### src/hw/boot_chk_pkg.sv
// Purpose: Shared constants for the serial boot checker block.
// Assumes: Byte-wide receive stream, 16-bit flash addressing.
// Notes:   Every code, address and bound lives here by name.
package boot_chk_pkg;
   // ==========================================================
   // Error codes sent three times before the halt.
   localparam logic [7:0] ERR_BAUD    = 8'h62;
   localparam logic [7:0] ERR_CMD     = 8'h63;
   localparam logic [7:0] ERR_FRAME   = 8'ha1;
   localparam logic [7:0] ERR_OVERRUN = 8'ha3;
   localparam logic [1:0] ERR_REPEAT  = 2'h3;
   // ==========================================================
   // Hex record fields.
   localparam logic [7:0] START_MARK  = 8'h3a;
   localparam logic [7:0] REC_DATA    = 8'h00;
   localparam logic [7:0] REC_END     = 8'h01;
   localparam logic [7:0] REC_EXT     = 8'h02;
   localparam logic [7:0] EXT_LEN     = 8'h02;
   localparam logic [7:0] END_LEN     = 8'h00;
   localparam logic [15:0] EXT_LIMIT  = 16'h1000;
   // ==========================================================
   // Flash map and password bounds.
   localparam logic [15:0] FLASH_LO   = 16'hc000;
   localparam logic [15:0] FLASH_HI   = 16'hffff;
   localparam logic [15:0] PWD_HI     = 16'hff9f;
   localparam logic [15:0] PWD_END    = 16'hffa0;
   localparam logic [15:0] BLANK_LO   = 16'hffe0;
   localparam logic [7:0]  ERASED     = 8'hff;
   localparam logic [7:0]  PWD_MIN    = 8'h08;
   // Transfer byte windows for the identification and status sums.
   localparam logic [7:0]  ID_FIRST   = 8'h09;
   localparam logic [7:0]  ID_LAST    = 8'h12;
   localparam logic [7:0]  ST_FIRST   = 8'h09;
   localparam logic [7:0]  ST_LAST    = 8'h0c;
   // ==========================================================
   // Checksum coverage modes.
   typedef enum logic [2:0] {
      SUM_FLASH = 3'b000,
      SUM_RAM   = 3'b001,
      SUM_ID    = 3'b010,
      SUM_STAT  = 3'b011,
      SUM_ERASE = 3'b100
   } sum_mode_t;
endpackage

### src/hw/err_sender.sv
// Purpose: Sends one error code three times, then asks for the halt.
// Assumes: Transmitter accepts a byte when tx_ready is high.
// Notes:   Busy from request until the third byte is taken.
`timescale 1ns/1ns
`default_nettype none
module err_sender
   import boot_chk_pkg::*;
(
   // Clock and reset
   input  wire logic       ref_clk,
   input  wire logic       rstn,
   // Request
   input  wire logic       req,
   input  wire logic [7:0] code,
   // Transmitter
   input  wire logic       tx_ready,
   output logic            tx_valid,
   output logic [7:0]      tx_data,
   output logic            done
);
   logic [1:0] sent;
   logic [1:0] next_sent;
   logic       next_tx_valid;
   logic [7:0] next_tx_data;
   logic       next_done;

   // ==========================================================
   // Count the copies; the code is latched so a later change is ignored.
   always_comb begin
      next_sent     = sent;
      next_tx_valid = tx_valid;
      next_tx_data  = tx_data;
      next_done     = 1'b0;
      if (!tx_valid && req) begin
         next_tx_valid = 1'b1;
         next_tx_data  = code;
         next_sent     = 2'h0;
      end else if (tx_valid && tx_ready) begin
         if (sent == ERR_REPEAT - 2'h1) begin
            next_tx_valid = 1'b0;
            next_done     = 1'b1;
         end
         next_sent = sent + 2'h1;
      end
   end

   always_ff @(posedge ref_clk or negedge rstn) begin
      if (!rstn) begin
         sent     <= 2'h0;
         tx_valid <= 1'b0;
         tx_data  <= 8'h00;
         done     <= 1'b0;
      end else begin
         sent     <= next_sent;
         tx_valid <= next_tx_valid;
         tx_data  <= next_tx_data;
         done     <= next_done;
      end
   end
endmodule
`default_nettype wire

### config.mk
export PLATFORM = sky130hd
export DESIGN_NAME = err_sender
export DESIGN_NICKNAME = d
export VERILOG_FILES = /design/src/hw/boot_chk_pkg.sv /design/src/hw/err_sender.sv
export SDC_FILE = /design/constraint.sdc
export NUM_CORES = 1
export LEC_CHECK = 0
export BUFFER_PORTS_ARGS = -buffer_cell sky130_fd_sc_hd__buf_2
export CORE_MARGIN = 8
export CORE_UTILIZATION = 35
export CTS_CLUSTER_DIAMETER = 40
export DETAILED_ROUTE_END_ITERATION = 10
export PLACE_DENSITY = 0.74
export SLEW_MARGIN = 20
export SYNTH_ARGS = -nofsm -noshare
export SYNTH_HDL_FRONTEND = slang
export SYNTH_SLANG_ARGS = --single-unit
### constraint.sdc
create_clock -name ref_clk -period 3.1 [get_ports ref_clk]
set_input_delay 0.155 -clock ref_clk [delete_from_list [all_inputs] [get_ports ref_clk]]
set_output_delay 0.155 -clock ref_clk [all_outputs]
set_load 0.1 [all_outputs]
==> impl_metrics.env <==
export IMPL_drc_errors=0
export IMPL_n_fill_cell=135
export IMPL_setup_viol=0
export IMPL_utilization_pct=50.0
export IMPL_hold_class="input port to register"
export IMPL_die_h_um=54.1
export IMPL_totalWireLength_mm=1.04
export IMPL_yosysWarnings=0
export IMPL_fmax_mhz=603
export IMPL_fin_crit_sh_pct=53.5
export IMPL_clk_latency_ps=260
export IMPL_synth_compound_area_share_pct=3.45
export IMPL_design_area_um2=667
export IMPL_synth_adder_area_share_pct=2.46
export IMPL_clk_pin_slew_ps=70
export IMPL_synth_simple_area_share_pct=3.94
export IMPL_ant_nets=0
export IMPL_setup_tns_ps=0
export IMPL_io_buffers=21
export IMPL_grt_max_degree=13
export IMPL_antenna_found_initial=0
export IMPL_rows=13
export IMPL_diodes=0
export IMPL_grt_pass1_wl_mm=1.84
export IMPL_vias=332
export IMPL_drv_cap=0
export IMPL_worst_pin_slew_ps=957
export IMPL_core_region_area_um2=1330
export IMPL_dp_hpwl_um=832
export IMPL_slew_headroom_pct=36.1
export IMPL_grt_overflow=0
export IMPL_worstSetupPathType="register to register"
export IMPL_path_max_fanout=8
export IMPL_synth_top_family_by_area="multiplexers"
export IMPL_die_x_um=54.1
export IMPL_post_cts_buffers=0
export IMPL_wl_per_cell_um=14.5
export IMPL_synth_xor_xnor_area_share_pct=1.72
export IMPL_grt_usage_pct=8.78
export IMPL_grt_pass1_vias=402
export IMPL_final_nets=71
export IMPL_synthMuxAreaShare_pct=25.6
export IMPL_status="finished clean"
export IMPL_fin_ws_ps=1440
export IMPL_die_area_um2=2930
export IMPL_io_pins=22
export IMPL_end_kind="register"
export IMPL_cts_root_buf="clkbuf_4"
export IMPL_dpl_cell_area_um2=621
export IMPL_cts_tree="done"
export IMPL_drv_slew=0
export IMPL_synth_area_um2=508
export IMPL_htree_levels=1
export IMPL_period_minus_slack_ps=1660
export IMPL_yosysUniqueCellTypes=11
export IMPL_syn_num_nets=45
export IMPL_clkSinkCount=12
export IMPL_ys_ff_latch=12
export IMPL_rsz0062_at_grt="no"
export IMPL_finClkSkew_ps=4.15
export IMPL_worstPathArrival_ps=1810
export IMPL_crit_path_start_kind="register"
export IMPL_cts_buffers=3
export IMPL_gp_congestion=0.689
export IMPL_via_per_inst=4.61
export IMPL_drive_gt1_share_pct=57.9
export IMPL_drt_pass1_iter_count=4
export IMPL_synth_seq_area_share_pct=59.1
export IMPL_start_util_pct=38.1
export IMPL_yosys_area_top_type_share_pct=59.1
export IMPL_synth_area_leaders="dfrtp_1 (59%), mux2_4 (24%), a22o_1 (3.4%), ha_1 (2.5%), buf_6 (2.2%)"
export IMPL_pre_cts_slack_ps=1440
export IMPL_clockBufferDepth=2
export IMPL_drt_iter0_drc=4
export IMPL_syn_inst=32
export IMPL_syn_to_final_growth_pct=31.3
export IMPL_hold_viol_final=0
export IMPL_yosysTopAreaCell="dfrtp_1"
export IMPL_required_ps=3250
export IMPL_syn_avg_cell_area_um2=15.9
-- repair_timing --
action | in CTS | in global routing
resized for setup | 0 | 0
hold buffers | 1 | 0
hold endpoints to repair | 12 | 0
-- state kept, by name (all words and copies together) (netlist names) --
register,cells
done,1
sent,2
tx_data,8
tx_valid,1
-- routing by layer --
metal  routed length (um)  part of all wire (%)  track usage [%]
met2                  407                    39             12.2
met3                  168                    16             5.51
met1                  459                    44             10.1
met5                    0                     0                0
met4                    7                  0.67             4.92
-- synthesized netlist by cell type --
cell      n
mux2i_1   1
a22o_1    2
nor2b_1   1
nor2_1    2
and3_1    1
buf_6     1
xor2_1    1
mux2_4    8
ha_1      1
inv_1     2
dfrtp_1  12
-- critical path, cell delays in order, from the launching register on --
cell and delay, ps:
dfrtp_1 430, nor2b_1 760, mux2_4 360
-- through the flow --
| step | hold slack (ps) | cells |
|---|---|---|
| after floorplan | -141 | 32 |
| after global placement | 39.0 | 67 |
| after detailed placement | 45.0 | 67 |
| after CTS | 109 | 72 |
| after global routing | 104 | 72 |
| final | 116 | 72 |
-- logic make-up (layout without fill, tap and decap cells) --
family | after synthesis | in the layout
flip-flops | 12 | 12
AND/OR/NAND/NOR | 4 | 4
XOR/XNOR | 1 | 1
AO/OA/AOI/OAI | 2 | 2
multiplexers | 9 | 9
buffers and inverters | 3 | 28
adder cells (fa/ha/maj) | 1 | 1
-- area by class of cell --
cell class,instances,area [um2],area share [%]
clock buffers,4,36.3,5.44
inverters,2,7.51,1.13
multi-input cells,17,189,28.3
flip-flops and latches,12,300,45.0
well taps,15,18.8,2.81
repair buffers,22,115,17.3
-- cell usage in the layout (no fill, tap or decap) --
master / instances
clkbuf_4: 3
nor2b_1: 1
nor2_1: 2
mux2_4: 8
dfrtp_1: 12
ha_1: 1
dlygate4sd3_1: 1
and3_1: 1
mux2i_1: 1
xor2_1: 1
a22o_1: 2
buf_2: 21
inv_1: 2
clkbuf_8: 1
-- worst paths after layout --
kind	from	end	slack (ps)	depth (start not counted)
max in group asynchronous	rstn	tx_data[5]	2600	2
max reg2reg	tx_valid	tx_data[7]	1440	2
min reg2reg	tx_data[3]	tx_data[3]	510	1
min	code[4]	tx_data[4]	120	2
min in group asynchronous	rstn	tx_data[3]	290	2
max	tx_valid	tx_data[7]	1440	2
Power is left out: the tool's default activity adds up to more than one toggle a clock period on the data nets, which glitch-free logic cannot reach.
